==> src/common/bto_pkg.sv <==
// boundary test operations: constants, states, carrier types
// assumes a device-side scan chain sampled from a slow external test clock
package bto_pkg;
  localparam int CHAIN_W = 18;
  localparam int DATA_W  = 16;
  localparam int HALF_W  = 8;
  localparam int DIR_BIT = 17;
  localparam int OE_BIT  = 16;
  localparam int IR_W    = 8;
  localparam int CODE_W  = 7;
  localparam logic [IR_W-1:0] IR_CAPTURE = 8'h81;
  localparam logic [IR_W-1:0] IR_RESET   = 8'hFF;
  localparam logic [CODE_W-1:0] I_EXTEST_A   = 7'h00;
  localparam logic [CODE_W-1:0] I_EXTEST_B   = 7'h03;
  localparam logic [CODE_W-1:0] I_CLAMP      = 7'h07;
  localparam logic [CODE_W-1:0] I_RUN_TEST   = 7'h09;
  localparam logic [CODE_W-1:0] I_READ_NORM  = 7'h0A;
  localparam logic [CODE_W-1:0] I_READ_TEST  = 7'h0B;
  localparam logic [CODE_W-1:0] I_SELF_TEST  = 7'h0C;
  localparam logic [CODE_W-1:0] I_TOGGLE     = 7'h0D;
  localparam logic [CODE_W-1:0] I_CSCAN_NORM = 7'h0E;
  localparam logic [CODE_W-1:0] I_CSCAN_TEST = 7'h0F;
  localparam logic [DATA_W-1:0] A_CELLS      = 16'h00FF;
  localparam logic [DATA_W-1:0] TAPS16       = 16'hB400;
  localparam logic [HALF_W-1:0] TAPS8        = 8'hB8;
  localparam logic [7:0] REG_CTRL   = 8'h00;
  localparam logic [7:0] REG_STATUS = 8'h04;
  localparam logic [7:0] REG_CHAIN  = 8'h08;
  localparam logic [7:0] REG_SHADOW = 8'h0C;
  localparam int CTRL_TAP_RESET = 0;
  localparam logic [1:0] RESP_OKAY   = 2'b00;
  localparam logic [1:0] RESP_DECERR = 2'b11;
  typedef enum logic [1:0] {
    OP_SAMPLE_TOGGLE = 2'b00, OP_PATTERN = 2'b01, OP_SIGNATURE = 2'b10, OP_COMBINED = 2'b11
  } bto_op_e;
  typedef enum logic [3:0] {
    ST_TLR = 4'h0, ST_RTI = 4'h1, ST_SEL_DR = 4'h2, ST_CAP_DR = 4'h3,
    ST_SHF_DR = 4'h4, ST_EX1_DR = 4'h5, ST_PAU_DR = 4'h6, ST_EX2_DR = 4'h7,
    ST_UPD_DR = 4'h8, ST_SEL_IR = 4'h9, ST_CAP_IR = 4'hA, ST_SHF_IR = 4'hB,
    ST_EX1_IR = 4'hC, ST_PAU_IR = 4'hD, ST_EX2_IR = 4'hE, ST_UPD_IR = 4'hF
  } bto_tap_e;
  typedef struct packed {
    logic [CHAIN_W-1:0] sh;
    logic [CHAIN_W-1:0] lat;
  } bto_chain_s;
endpackage

==> src/rtl/bto_top.sv <==
// boundary test operations: tap, boundary cells, op select, axi4-lite view
// assumes tck/tms/tdi/pins are asynchronous and much slower than core_clk
`timescale 1ns/1ps
module bto_top
  import bto_pkg::*;
(
  input  wire logic                core_clk,       // system clock
  input  wire logic                rst_n,          // sync reset
  input  wire logic                ce,             // clock enable
  input  wire logic [7:0]          s_axi_awaddr,   // write address
  input  wire logic                s_axi_awvalid,  // write address valid
  output logic                     s_axi_awready,  // write address ready
  input  wire logic [31:0]         s_axi_wdata,    // write data
  input  wire logic [3:0]          s_axi_wstrb,    // byte strobes
  input  wire logic                s_axi_wvalid,   // write data valid
  output logic                     s_axi_wready,   // write data ready
  output logic [1:0]               s_axi_bresp,    // write response
  output logic                     s_axi_bvalid,   // response valid
  input  wire logic                s_axi_bready,   // response ready
  input  wire logic [7:0]          s_axi_araddr,   // read address
  input  wire logic                s_axi_arvalid,  // read address valid
  output logic                     s_axi_arready,  // read address ready
  output logic [31:0]              s_axi_rdata,    // read data
  output logic [1:0]               s_axi_rresp,    // read response
  output logic                     s_axi_rvalid,   // read valid
  input  wire logic                s_axi_rready,   // read ready
  input  wire logic                tck,            // test clock pin
  input  wire logic                tms,            // mode select pin
  input  wire logic                tdi,            // serial test in
  output logic                     tdo,            // serial test out
  output logic                     tdo_oe,         // tdo drive enable
  input  wire logic [HALF_W-1:0]   a_in,           // port a pin level
  output logic [HALF_W-1:0]        a_out,          // port a drive value
  output logic [HALF_W-1:0]        a_oe,           // port a drive enable
  input  wire logic [HALF_W-1:0]   b_in,           // port b pin level
  output logic [HALF_W-1:0]        b_out,          // port b drive value
  output logic [HALF_W-1:0]        b_oe,           // port b drive enable
  output logic [DATA_W-1:0]        core_in,        // values fed to internal logic
  output logic                     test_mode       // normal function inhibited
);
  logic [2:0]        tck_q;
  logic [1:0]        tms_q, tdi_q;
  logic [DATA_W-1:0] pin_q1, pin_q2;
  logic              t_rise, t_fall, tms_s, tdi_s;
  bto_tap_e          st;
  logic [IR_W-1:0]   ir_sh, ir;
  logic [CODE_W-1:0] code;
  bto_op_e           osr, osr_sh;
  logic              bp;
  bto_chain_s        chain;
  logic              ctrl_tap_reset;
  logic              is_read, is_self, is_toggle, is_cscan, is_run, is_bsr, is_test, dir, ops_on;
  logic [DATA_W-1:0] in_mask, out_mask, next_sh, upd_mask, lf16;
  logic [HALF_W-1:0] in8, out8, pin8, sig8, pat8;

  // first stage of each synchroniser only feeds the second
  always_ff @(posedge core_clk) begin
    if (!rst_n) begin
      tck_q  <= 3'h0;
      tms_q  <= 2'h3;
      tdi_q  <= 2'h3;
      pin_q1 <= 16'h0000;
      pin_q2 <= 16'h0000;
    end else if (ce) begin
      tck_q  <= {tck_q[1:0], tck};
      tms_q  <= {tms_q[0], tms};
      tdi_q  <= {tdi_q[0], tdi};
      pin_q1 <= {b_in, a_in};
      pin_q2 <= pin_q1;
    end
  end
  assign t_rise = ce & tck_q[1] & ~tck_q[2];
  assign t_fall = ce & ~tck_q[1] & tck_q[2];
  assign tms_s  = tms_q[1];
  assign tdi_s  = tdi_q[1];

  function automatic bto_tap_e tap_next(bto_tap_e s, logic m);
    case (s)
      ST_TLR:    tap_next = m ? ST_TLR : ST_RTI;
      ST_RTI:    tap_next = m ? ST_SEL_DR : ST_RTI;
      ST_SEL_DR: tap_next = m ? ST_SEL_IR : ST_CAP_DR;
      ST_CAP_DR: tap_next = m ? ST_EX1_DR : ST_SHF_DR;
      ST_SHF_DR: tap_next = m ? ST_EX1_DR : ST_SHF_DR;
      ST_EX1_DR: tap_next = m ? ST_UPD_DR : ST_PAU_DR;
      ST_PAU_DR: tap_next = m ? ST_EX2_DR : ST_PAU_DR;
      ST_EX2_DR: tap_next = m ? ST_UPD_DR : ST_SHF_DR;
      ST_SEL_IR: tap_next = m ? ST_TLR : ST_CAP_IR;
      ST_CAP_IR: tap_next = m ? ST_EX1_IR : ST_SHF_IR;
      ST_SHF_IR: tap_next = m ? ST_EX1_IR : ST_SHF_IR;
      ST_EX1_IR: tap_next = m ? ST_UPD_IR : ST_PAU_IR;
      ST_PAU_IR: tap_next = m ? ST_EX2_IR : ST_PAU_IR;
      ST_EX2_IR: tap_next = m ? ST_UPD_IR : ST_SHF_IR;
      ST_UPD_DR,
      ST_UPD_IR: tap_next = m ? ST_SEL_DR : ST_RTI;
      default:   tap_next = ST_TLR;
    endcase
  endfunction

  // state advances on the rising test clock edge only; ctrl_tap_reset forces ST_TLR on any ce cycle
  always_ff @(posedge core_clk) begin
    if (!rst_n) begin
      st <= ST_TLR;
    end else if (ce && ctrl_tap_reset) begin
      st <= ST_TLR;
    end else if (t_rise) begin
      st <= tap_next(st, tms_s);
    end
  end

  assign code      = ir[CODE_W-1:0];
  assign is_read   = (code == I_READ_NORM) || (code == I_READ_TEST);
  assign is_self   = (code == I_SELF_TEST);
  assign is_toggle = (code == I_TOGGLE);
  assign is_cscan  = (code == I_CSCAN_NORM) || (code == I_CSCAN_TEST);
  assign is_run    = (code == I_RUN_TEST);
  assign is_bsr    = is_read || is_self;
  assign is_test   = code inside {I_EXTEST_A, I_EXTEST_B, I_CLAMP, I_RUN_TEST, I_READ_TEST,
                                  I_TOGGLE, I_CSCAN_TEST};
  assign ops_on    = (st == ST_RTI) && (is_run || is_toggle);
  assign dir       = chain.lat[DIR_BIT];
  assign in_mask   = dir ? A_CELLS : ~A_CELLS;
  assign out_mask  = ~in_mask;

  // next value of the 16 data cells for one rising edge in Run-Test/Idle
  always_comb begin
    lf16 = {chain.sh[DATA_W-2:0], ^(chain.sh[DATA_W-1:0] & TAPS16)};
    in8  = dir ? chain.sh[HALF_W-1:0] : chain.sh[DATA_W-1:HALF_W];
    out8 = dir ? chain.sh[DATA_W-1:HALF_W] : chain.sh[HALF_W-1:0];
    pin8 = dir ? pin_q2[HALF_W-1:0] : pin_q2[DATA_W-1:HALF_W];
    sig8 = {in8[HALF_W-2:0], ^(in8 & TAPS8)} ^ pin8;
    pat8 = {out8[HALF_W-2:0], ^(out8 & TAPS8)};
    upd_mask = 16'hFFFF;
    case (osr)
      OP_SAMPLE_TOGGLE: next_sh = (pin_q2 & in_mask) | (~chain.sh[DATA_W-1:0] & out_mask);
      OP_PATTERN:       next_sh = lf16;
      OP_SIGNATURE: begin
        next_sh  = lf16 ^ (pin_q2 & in_mask);
        upd_mask = in_mask;
      end
      OP_COMBINED:      next_sh = dir ? {pat8, sig8} : {sig8, pat8};
      default:          next_sh = chain.sh[DATA_W-1:0];
    endcase
    if (is_toggle) begin
      next_sh  = (chain.sh[DATA_W-1:0] & in_mask) | (~chain.sh[DATA_W-1:0] & out_mask);
      upd_mask = out_mask;
    end
  end

  // boundary cells: shift stages move on rise, shadow latches on fall
  always_ff @(posedge core_clk) begin
    if (!rst_n) begin
      chain <= '0;
    end else if (t_rise) begin
      case (st)
        ST_CAP_DR: if (is_self) chain.sh <= ~chain.lat;
        ST_SHF_DR: if (is_bsr) chain.sh <= {tdi_s, chain.sh[CHAIN_W-1:1]};
        ST_RTI:    if (ops_on) chain.sh[DATA_W-1:0] <= next_sh;
        default:   chain.sh <= chain.sh;
      endcase
    end else if (t_fall) begin
      if (st == ST_UPD_DR && is_bsr) begin
        chain.lat <= chain.sh;
      end else if (ops_on) begin
        chain.lat[DATA_W-1:0] <= (chain.lat[DATA_W-1:0] & ~upd_mask) | (chain.sh[DATA_W-1:0] & upd_mask);
      end
    end
  end

  always_ff @(posedge core_clk) begin
    if (!rst_n) begin
      ir_sh <= IR_CAPTURE;
      ir    <= IR_RESET;
    end else if (t_rise) begin
      if (st == ST_CAP_IR) ir_sh <= IR_CAPTURE;
      else if (st == ST_SHF_IR) ir_sh <= {tdi_s, ir_sh[IR_W-1:1]};
    end else if (t_fall) begin
      if (st == ST_UPD_IR) ir <= ir_sh;
      else if (st == ST_TLR) ir <= IR_RESET;
    end
  end

  // operation select: own shift stage so a scan never disturbs a running op
  always_ff @(posedge core_clk) begin
    if (!rst_n) begin
      osr    <= OP_SAMPLE_TOGGLE;
      osr_sh <= OP_SAMPLE_TOGGLE;
    end else if (t_rise && is_cscan) begin
      if (st == ST_CAP_DR) osr_sh <= osr;
      else if (st == ST_SHF_DR) osr_sh <= bto_op_e'({tdi_s, osr_sh[1]});
    end else if (t_fall && is_cscan && st == ST_UPD_DR) begin
      osr <= osr_sh;
    end
  end

  always_ff @(posedge core_clk) begin
    if (!rst_n) begin
      bp <= 1'b0;
    end else if (t_rise && !is_bsr && !is_cscan) begin
      if (st == ST_CAP_DR) bp <= 1'b0;
      else if (st == ST_SHF_DR) bp <= tdi_s;
    end
  end

  always_ff @(posedge core_clk) begin
    if (!rst_n) begin
      tdo    <= 1'b0;
      tdo_oe <= 1'b0;
    end else if (t_fall) begin
      tdo_oe <= (st == ST_SHF_DR) || (st == ST_SHF_IR);
      if (st == ST_SHF_IR) tdo <= ir_sh[0];
      else if (is_bsr) tdo <= chain.sh[0];
      else if (is_cscan) tdo <= osr_sh[0];
      else tdo <= bp;
    end
  end

  // pins follow the shadow latches, which only move on a falling edge
  always_ff @(posedge core_clk) begin
    if (!rst_n) begin
      a_out     <= 8'h00;
      b_out     <= 8'h00;
      a_oe      <= 8'h00;
      b_oe      <= 8'h00;
      core_in   <= 16'h0000;
      test_mode <= 1'b0;
    end else if (ce) begin
      a_out     <= chain.lat[HALF_W-1:0];
      b_out     <= chain.lat[DATA_W-1:HALF_W];
      a_oe      <= {HALF_W{is_test & ~chain.lat[OE_BIT] & ~dir}};
      b_oe      <= {HALF_W{is_test & ~chain.lat[OE_BIT] & dir}};
      core_in   <= chain.lat[DATA_W-1:0];
      test_mode <= is_test;
    end
  end

  logic        aw_have, w_have;
  logic [7:0]  aw_addr;
  logic [31:0] w_data;
  logic        w_lane0;
  logic [31:0] rd_val;
  logic        rd_hit;

  always_comb begin
    rd_hit = 1'b1;
    rd_val = 32'h0000_0000;
    case (s_axi_araddr)
      REG_CTRL:   rd_val[CTRL_TAP_RESET] = ctrl_tap_reset;
      REG_STATUS: rd_val = {16'h0000, ir, 1'b0, is_test, osr, st};
      REG_CHAIN:  rd_val = {14'h0000, chain.sh};
      REG_SHADOW: rd_val = {14'h0000, chain.lat};
      default:    rd_hit = 1'b0;
    endcase
  end

  always_ff @(posedge core_clk) begin
    if (!rst_n) begin
      s_axi_awready  <= 1'b1;
      s_axi_wready   <= 1'b1;
      s_axi_bvalid   <= 1'b0;
      s_axi_bresp    <= RESP_OKAY;
      aw_have        <= 1'b0;
      w_have         <= 1'b0;
      aw_addr        <= 8'h00;
      w_data         <= 32'h0000_0000;
      w_lane0        <= 1'b0;
      ctrl_tap_reset <= 1'b0;
    end else if (ce) begin
      if (s_axi_awvalid && s_axi_awready) begin
        aw_have       <= 1'b1;
        aw_addr       <= s_axi_awaddr;
        s_axi_awready <= 1'b0;
      end
      if (s_axi_wvalid && s_axi_wready) begin
        w_have       <= 1'b1;
        w_data       <= s_axi_wdata;
        w_lane0      <= s_axi_wstrb[0];
        s_axi_wready <= 1'b0;
      end
      if (aw_have && w_have && !s_axi_bvalid) begin
        s_axi_bvalid <= 1'b1;
        s_axi_bresp  <= (aw_addr inside {REG_CTRL, REG_STATUS, REG_CHAIN, REG_SHADOW}) ? RESP_OKAY : RESP_DECERR;
        if (aw_addr == REG_CTRL && w_lane0) ctrl_tap_reset <= w_data[CTRL_TAP_RESET];
      end
      if (s_axi_bvalid && s_axi_bready) begin
        s_axi_bvalid  <= 1'b0;
        aw_have       <= 1'b0;
        w_have        <= 1'b0;
        s_axi_awready <= 1'b1;
        s_axi_wready  <= 1'b1;
      end
    end
  end

  always_ff @(posedge core_clk) begin
    if (!rst_n) begin
      s_axi_arready <= 1'b1;
      s_axi_rvalid  <= 1'b0;
      s_axi_rdata   <= 32'h0000_0000;
      s_axi_rresp   <= RESP_OKAY;
    end else if (ce) begin
      if (s_axi_arvalid && s_axi_arready) begin
        s_axi_arready <= 1'b0;
        s_axi_rvalid  <= 1'b1;
        s_axi_rdata   <= rd_val;
        s_axi_rresp   <= rd_hit ? RESP_OKAY : RESP_DECERR;
      end else if (s_axi_rvalid && s_axi_rready) begin
        s_axi_rvalid  <= 1'b0;
        s_axi_arready <= 1'b1;
      end
    end
  end
endmodule

==> config.mk <==
export PLATFORM = sky130hd
export DESIGN_NAME = bto_top
export DESIGN_NICKNAME = d
export VERILOG_FILES = /design/src/common/bto_pkg.sv /design/src/rtl/bto_top.sv
export SDC_FILE = /design/constraint.sdc
export NUM_CORES = 1
export LEC_CHECK = 0
export ABC_CLOCK_PERIOD_IN_PS = 2540
export BUFFER_PORTS_ARGS = -buffer_cell sky130_fd_sc_hd__buf_2
export CAP_MARGIN = 20
export CORE_UTILIZATION = 50
export DETAILED_ROUTE_END_ITERATION = 8
export GPL_TIMING_DRIVEN = 0
export PLACE_DENSITY = 0.74
export SYNTH_ARGS = -nofsm -noshare
export SYNTH_HDL_FRONTEND = slang
export SYNTH_SLANG_ARGS = --single-unit
==> constraint.sdc <==
create_clock -name core_clk -period 2.54 [get_ports core_clk]
set_input_delay 0.381 -clock core_clk [delete_from_list [all_inputs] [get_ports core_clk]]
set_output_delay 0.381 -clock core_clk [all_outputs]
set_load 0.05 [all_outputs]
; Word-level counts from Yosys, hierarchy flattened
; Index checks and enable logic that the tools add are counted.
[totals]
out_inout_bits = 92
inputBits = 79
ff_bits = 191
elab_cells = 226
[classes]
n_reduce_logical = 66
n_mux = 59
bitwise = 28
n_eq_ne = 36
[op_table]
columns = cell, count
row1 = 16-bit two-way mux, 8
row2 = 16-bit AND, 5
row3 = 16-bit one-hot mux with 4 select lines, 1
row4 = 8-bit two-way mux, 7
row5 = 17-bit one-hot mux with 3 select lines, 1
row6 = "7-bit by 4-bit == test with 1-bit output, second input constant", 7
row7 = 16-bit inverter, 3
row8 = 16-bit OR, 3
row9 = 16-bit one-hot mux with 3 select lines, 1
row10 = 4-bit one-hot mux with 12 select lines, 1
row11 = 18-bit two-way mux, 2
row12 = "4-bit == test, second input constant", 8
row13 = "8-bit by 4-bit == test with 1-bit output, second input constant", 4
row14 = 2-bit AND reduction, 12
row15 = 1-bit two-way mux, 23
row16 = 18-bit inverter, 1
row17 = "4-bit by 3-bit == test with 1-bit output, second input constant", 4
row18 = "8-bit by 3-bit == test with 1-bit output, second input constant", 2
row19 = 1-bit logical AND, 16
row20 = 8-bit zero test, 2
row21 = 4-bit two-way mux, 4
row22 = 2-bit nonzero test, 8
row23 = 16-bit XOR reduction, 1
row24 = 8-bit XOR reduction, 2
row25 = other kinds (29), 63

; Logic depth before layout (Yosys ltp)
; Gate-level depths: netlist of the first run.
[logic_depth]
word_depth = 8
mapped_depth = 10
mapped_depth_nobuf = 6

; Least setup slack after synthesis of the first run
; No wires, ideal clock.
[synth_path]
path_type = flip-flop to flip-flop
from = register s_axi_arready
to = register s_axi_rdata[10]
synth_period_minus_slack_ns = 2.113
path_stages_with_launch = 8
n_path_buf = 1
required_ns = 2.475
path_slack_ns = 0.427
arrival_ns = 2.048
cell_sequence = dfxtp_1 nand3_1 nor4_4 o21ai_1 clkbuf_1 nor2_1 a21oi_1 nor2_1
[synth_between]
elab_chain_cells = 2
[synth_lines]
columns = item, line
row1 = start: declaration, bto_top.sv:22  ; output logic s_axi_arready,
row2 = start signal: assignment, bto_top.sv:296  ; s_axi_arready <= 1'b1;
row3 = start signal: assignment, bto_top.sv:302  ; s_axi_arready <= 1'b0;
row4 = start signal: assignment, bto_top.sv:308  ; s_axi_arready <= 1'b1;
row5 = 1-bit logical AND, bto_top.sv:301  ; if (s_axi_arvalid && s_axi_arready) begin
row6 = 2-bit AND reduction (no line), -
row7 = end signal: assignment, bto_top.sv:304  ; s_axi_rdata <= rd_val;
row8 = end: declaration, bto_top.sv:23  ; output logic [31:0] s_axi_rdata,
; Every way passes these cells.
; A chain may end at the register's enable or synchronous reset.

; Final worst setup path of the first run
[layout_path]
from = register st[2]
to = register chain[31] (netlist name)
[layout_between]
elab_chain_cells = 4
elab_cells_between_ends = 10
classes_between = eq/ne: 6 / mux: 1 / reduce/logical: 3
[layout_lines]
columns = item, line
row1 = start: declaration, bto_top.sv:45  ; bto_tap_e st;
row2 = start signal: assignment, bto_top.sv:106  ; st <= tap_next(st, tms_s);
row3 = 4-bit by 1-bit == test with 1-bit output, "bto_top.sv:119, bto_top.sv:154"
row4 = 1-bit logical AND, bto_top.sv:119  ; assign ops_on = (st == ST_RTI) && (is_run || is_toggle);
row5 = 2-bit != test (no line), -
row6 = 5-bit AND reduction (no line), -
row7 = end: declaration, bto_top.sv:50  ; bto_chain_s chain;
; Parallel ways exist; a longest one is shown, timed or not.

==> metrics.cfg, run 1 <==
[cts]
ctsHtreeMaxLevel = 4
cts-root-buf = clkbuf_16
path_clk_slew_ns = 0.06
cts_buffers = 17
cts_tree = built
postCtsSetupBuffers = 0
numClockSinks = 159
clk_latency_ns = 0.43
postCtsResizedCells = 0
clockBufferDepth = 2
cts_hold_buf = 0

[timing]
fin_tns_setup_ns = 0
hold_violations = 0
holdWs_ns = 0.173
setup_ws_ns = 0.0962
worst_pin_slew_ns = 1.03
rsz0062_at_grt = false
setup-violations-final = 0
slew_violations = 0
finClkSkew_ns = 0.00773
slew_headroom = 0.315
fin_crit_ns = 2.44
fmax_mhz = 409
fin_crit_sh = 0.962

[final_layout]
fin_util = 0.606
final_cell_mix = dfxtp_1 (159), nor2_1 (146), buf_2 (131)
nNetsFinal = 1210
design_area_sq_um = 9630
final_common_cell = dfxtp_1
drive_gt1_frac = 0.206
layoutNonFillerInstCount = 1360
antennaDiodeCount = 0
area_delta_synth_final_pct = 18.5

[worst_setup_path]
crit_fanout = 10
end_kind = register
slowest_stage = nor4b_4
crit_arrival_ns = 2.76
critPathLaunchType = register
r2r_start = st[2]
ff2ff_setup_slack_ns = 0.1
crit_path_max_incr_delay_ns = 0.64
timing.rr.end = chain[31]
reg2reg_depth = 8
crit_chain = buf_2 > nor4b_4 > and3_4 > nor3_2 > nor3_4 > buf_6 > o2111ai_1 > o211a_1
critPathRequiredTime_ns = 2.86
criticalPathCategory = register to register

[route]
drtPass1Iterations = 6
met1_length_um = 10700
topRoutingLayerUsed = met4
drtIter0Drc = 696
vias = 7653
wl_met2_um = 9920
wl_per_cell_um = 17.5
routed_wl_um = 23800
ant_nets = 0
met3_length_um = 2600
drc = 0
post_drt_via_cell_ratio = 5.63

[synthesis]
async_reset_ff_frac = 0
synth_edf_count = 0
netlist-cell-type-count = 62
mappedNetlistArea_sq_um = 8130
ys.flop_type = dfxtp_1
yosysWarnings = 0
synthDominantAreaCellType = dfxtp_1
yosysTopAreaCellShare = 0.392
ys_seq_area_frac = 0.392
yosys-top-cells-area = dfxtp_1 (39%), mux2i_1 (10%), nor2_1 (6.7%)
ys_ff_latch = 159
syn-mean-instance-area_sq_um = 8.30
syn_inst = 979

[global_routing]
grt_antenna_before_repair = 0
grt.overflow.total = 0
grt_pass1_vias = 6744
grt_max_degree = 17
grt_use_total = 0.290
grt_pass1_wl_um = 36900

[floorplan]
fp.dieW_um = 130
die_area_sq_um = 16800
rows = 46
coreArea_sq_um = 15900
initial_core_util = 0.512
die_h_um = 130
io_pins = 171

[placed_design]
dpl_cell_area_sq_um = 9050
placedCellCount = 1328
place_ws_ns = -0.0168
place_congestion = 0.963
dp_hpwl_um = 17300
io_buffers = 120

[hold_path]
worstHoldStart = tdi
holdPathStages = 3
min_path_type = primary input to register
hold_path_end = tdi_q[0]

[run_status]
status = complete, no violations

[power_and_ir_drop]
p_leak_nw = 4.18
power_mw = 5.48
ir_drop_uv = 454
cellPowerDensity_nw_per_um2 = 569

[run]
drv_cap = 0

## synth_stat cells, types with 3 or more instances
cell type,count
dfxtp_1,159
nor2_1,146
mux2i_1,85
nand2_1,72
a21oi_1,69
clkbuf_1,62
buf_4,46
o21ai_0,37
o22ai_1,20
a22oi_1,19
a31oi_1,17
nand3_1,17
o21ai_1,17
inv_1,16
nor2b_1,15
xor2_1,14
mux2_2,12
buf_2,11
buf_1,10
nand2b_1,10
nor3_1,10
o211ai_1,10
xnor2_1,10
a32oi_1,9
and3_1,5
nor3b_1,5
o2111ai_1,5
o211a_1,5
or3_1,5
a211oi_1,4
a32o_1,4
nand4_1,4
o31ai_1,4
and2_1,3
buf_6,3
nor4_1,3
o311ai_0,3
or2_1,3
or4_1,3
## critical path: cells and delay by family, from the launching register on
kind	cells	cell delay, ns
buffers and inverters	2	0.38
and+or+nand+nor	4	1.40
DFF	1	0.30
AOI/OAI and AO/OA	2	0.25
## report_power, final
part | switching [mW] | internal (mW)
registers | 0.0362 | 2.54
logic | 0.253 | 0.126
clock network | 1.09 | 1.43
## area by class of cell
class	instances	area, sq um
Clock buffer	20	457
Inverter	17	63.8
Clock inverter	12	124
Timing Repair Buffer	120	601
Tap cell	216	270
Fill cell	1439	6260
Multi-Input combinational cell	684	4230
Sequential cell	159	3180
Buffer	132	704
## per-layer routing
metal | vias to the layer above | GRT usage
met4 | 0 | 0.105
met5 | - | 0
met1 | 3513 | 0.400
li1 | 3672 | -
met3 | 44 | 0.0789
met2 | 424 | 0.433
## how the worst max path moves through the flow
stage	slack, ns	from	end
after floorplan	0.43	s_axi_arready	s_axi_rdata[10]
after global placement	0.008	ce	b_out[2]
after detailed placement	-0.02	ce	pin_q1[2]
after CTS	0.10	st[2]	chain[33]
after global routing	0.0001	st[2]	chain[18]
final	0.1	st[2]	chain[31]
## logic make-up (layout without fill, tap and decap cells)
| logic type | after synthesis | in the layout | share of synthesized area |
|---|---|---|---|
| and+or+nand+nor | 315 | 315 | 0.183 |
| buffers and inverters | 149 | 301 | 0.0945 |
| AOI/OAI and AO/OA | 232 | 232 | 0.179 |
| DFF | 159 | 159 | 0.392 |
| muxes | 99 | 99 | 0.125 |
| xor gates and xnor gates | 24 | 24 | 0.0259 |
| other | 1 | 14 | 0.000461 |
Note: power is estimated with default switching activity, not from simulation.
==> inputs of run 2 (changes only) <==
--- a/config.mk
+++ b/config.mk
@@ -8,10 +8,9 @@
 export ABC_CLOCK_PERIOD_IN_PS = 2540
 export BUFFER_PORTS_ARGS = -buffer_cell sky130_fd_sc_hd__buf_2
 export CAP_MARGIN = 20
-export CORE_UTILIZATION = 50
+export CORE_UTILIZATION = 35
 export DETAILED_ROUTE_END_ITERATION = 8
 export GPL_TIMING_DRIVEN = 0
-export PLACE_DENSITY = 0.74
 export SYNTH_ARGS = -nofsm -noshare
 export SYNTH_HDL_FRONTEND = slang
 export SYNTH_SLANG_ARGS = --single-unit
==> run 2 against run 1 <==
First-iteration DRC count fell by 9.8%. Non-clock buffer count did not move. Clock skew rose by 0.0014 ns. Wire length rose by 5.0%. Cell area rose by 0.99%. Critical path depth did not move. Maximum frequency rose by 1.9%. Sequential power barely moved. Register-to-register slack improved by 0.05 ns. Critical path type unchanged. Critical endpoint is now chain[33].
==> metrics.cfg, run 2 (same netlist as run 1, synthesis figures left out) <==
[floorplan]
die_h_um = 154  ; was 130 um
coreArea_sq_um = 22700  ; was 15900 sq um
initial_core_util = 0.358  ; was 0.512
io_pins = 171  ; unchanged
rows = 55  ; was 46
fp.dieW_um = 154  ; was 130 um
die_area_sq_um = 23800  ; was 16800 sq um

[worst_setup_path]
crit_fanout = 10  ; unchanged
critPathRequiredTime_ns = 2.87  ; was 2.86 ns
crit_path_max_incr_delay_ns = 0.59  ; was 0.64 ns
crit_arrival_ns = 2.73  ; was 2.76 ns
crit_chain = buf_2 > nor4b_4 > and3_4 > nor3_2 > nor3_4 > buf_6 > o2111ai_1 > o211a_1  ; unchanged
end_kind = register  ; unchanged
slowest_stage = nor4b_4  ; unchanged
criticalPathCategory = register to register  ; unchanged
critPathLaunchType = register  ; unchanged

[route]
wl_per_cell_um = 17.5  ; about the same
drtIter0Drc = 628  ; was 696
ant_nets = 0  ; unchanged
post_drt_via_cell_ratio = 5.24  ; was 5.63
vias = 7487  ; was 7653
drc = 0  ; unchanged
drtPass1Iterations = 5  ; was 6
routed_wl_um = 25000  ; was 23800 um

[final_layout]
antennaDiodeCount = 0  ; unchanged
nNetsFinal = 1210  ; unchanged
final_cell_mix = dfxtp_1 (159), nor2_1 (146), buf_2 (131)  ; unchanged
area_delta_synth_final_pct = 19.6  ; was 18.5%
design_area_sq_um = 9720  ; was 9630 sq um
drive_gt1_frac = 0.206  ; about the same
final_common_cell = dfxtp_1  ; unchanged

[cts]
ctsHtreeMaxLevel = 4  ; unchanged
clk_latency_ns = 0.44  ; was 0.43 ns
cts-root-buf = clkbuf_16  ; unchanged
numClockSinks = 159  ; unchanged
cts_buffers = 17  ; unchanged
postCtsSetupBuffers = 0  ; unchanged
path_clk_slew_ns = 0.07  ; was 0.06 ns
cts_tree = built  ; unchanged
postCtsResizedCells = 0  ; unchanged
clockBufferDepth = 2  ; unchanged
cts_hold_buf = 0  ; unchanged

[hold_path]
min_path_type = primary input to register  ; unchanged

[timing]
finClkSkew_ns = 0.00914  ; was 0.00773 ns
fin_crit_sh = 0.944  ; was 0.962
setup-violations-final = 0  ; unchanged
hold_violations = 0  ; unchanged
fmax_mhz = 417  ; was 409 MHz
fin_crit_ns = 2.40  ; was 2.44 ns
slew_violations = 0  ; unchanged
rsz0062_at_grt = false  ; unchanged
worst_pin_slew_ns = 1.02  ; was 1.03 ns
slew_headroom = 0.318  ; was 0.315
fin_tns_setup_ns = 0  ; unchanged

[global_routing]
grt_antenna_before_repair = 1  ; was 0
grt_max_degree = 17  ; unchanged
grt.overflow.total = 0  ; unchanged
grt_pass1_wl_um = 39100  ; was 36900 um
grt_pass1_vias = 6730  ; was 6744
grt_use_total = 0.214  ; was 0.290

[placed_design]
dpl_cell_area_sq_um = 9140  ; was 9050 sq um
io_buffers = 120  ; unchanged
place_congestion = 0.942  ; was 0.963
dp_hpwl_um = 18800  ; was 17300 um

[run]
drv_cap = 0  ; unchanged

[power_and_ir_drop]
p_leak_nw = 4.20  ; was 4.18 nW
cellPowerDensity_nw_per_um2 = 574  ; was 569 nW/um^2
ir_drop_uv = 451  ; was 454 uV

[run_status]
status = complete, no violations  ; unchanged

-- run 2: path summary, 6_finish.rpt --
| check | startpoint | endpoint | slack [ns] | cells past startpoint |
|---|---|---|---|---|
| setup / recovery | st[2] | chain[33] | 0.14 | 8 |
| hold / removal | tms | tms_q[0] | 0.16 | 3 |
| setup reg to reg | st[2] | chain[33] | 0.14 | 8 |
| hold reg to reg | aw_addr[4] | aw_addr[4] | 0.46 | 2 |
-- run 2: area by class of cell --
type	count	area, sq um
buffer	132	704
clock buffer	18	439
clock inverter	13	150
fill	2360	13000
inverter	17	63.8
multi-input combinational	684	4230
sequential	159	3180
tap	285	357
timing repair buffer	120	601
-- run 2: report_power, final --
group | internal (mW) | switching (mW) | leakage [nW] | total [mW]
combinational | 0.126 | 0.253 | 2.61 | 0.379
sequential | 2.54 | 0.0347 | 1.29 | 2.57
clock | 1.49 | 1.14 | 0.296 | 2.63
-- run 2: worst max-delay path, delay by kind of cell (launching register included) --
kind            cells  cell delay [ns]
compound gates      2             0.27
flops               1             0.30
simple gates        4             1.34
buf+inv             2             0.38
-- run 2: per-stage QoR --
step | hold WS (ns) | power (mW) | instances | utilization | setup slack, ns
after floorplan | 0.426 | 2.88 | 992 | - | 0.427
after global routing | 0.178 | 5.76 | 1428 | 0.428 | 0.00717
after detailed placement | 0.446 | 3.01 | 1397 | 0.402 | 0.0177
final | 0.160 | 5.59 | 1428 | 0.428 | 0.141
after global placement | 0.442 | 3.00 | 1397 | 0.402 | 0.0171
after CTS | 0.154 | 5.62 | 1428 | 0.428 | 0.112
-- run 2: metal layers --
metal | up-vias | global-route usage | part of all wire
met2 | 315 | 0.323 | 0.43
met4 | 0 | 0.0688 | 0.011
met1 | 3485 | 0.310 | 0.49
li1 | 3664 | - | -
met3 | 23 | 0.0314 | 0.073
met5 | - | 0 | 0
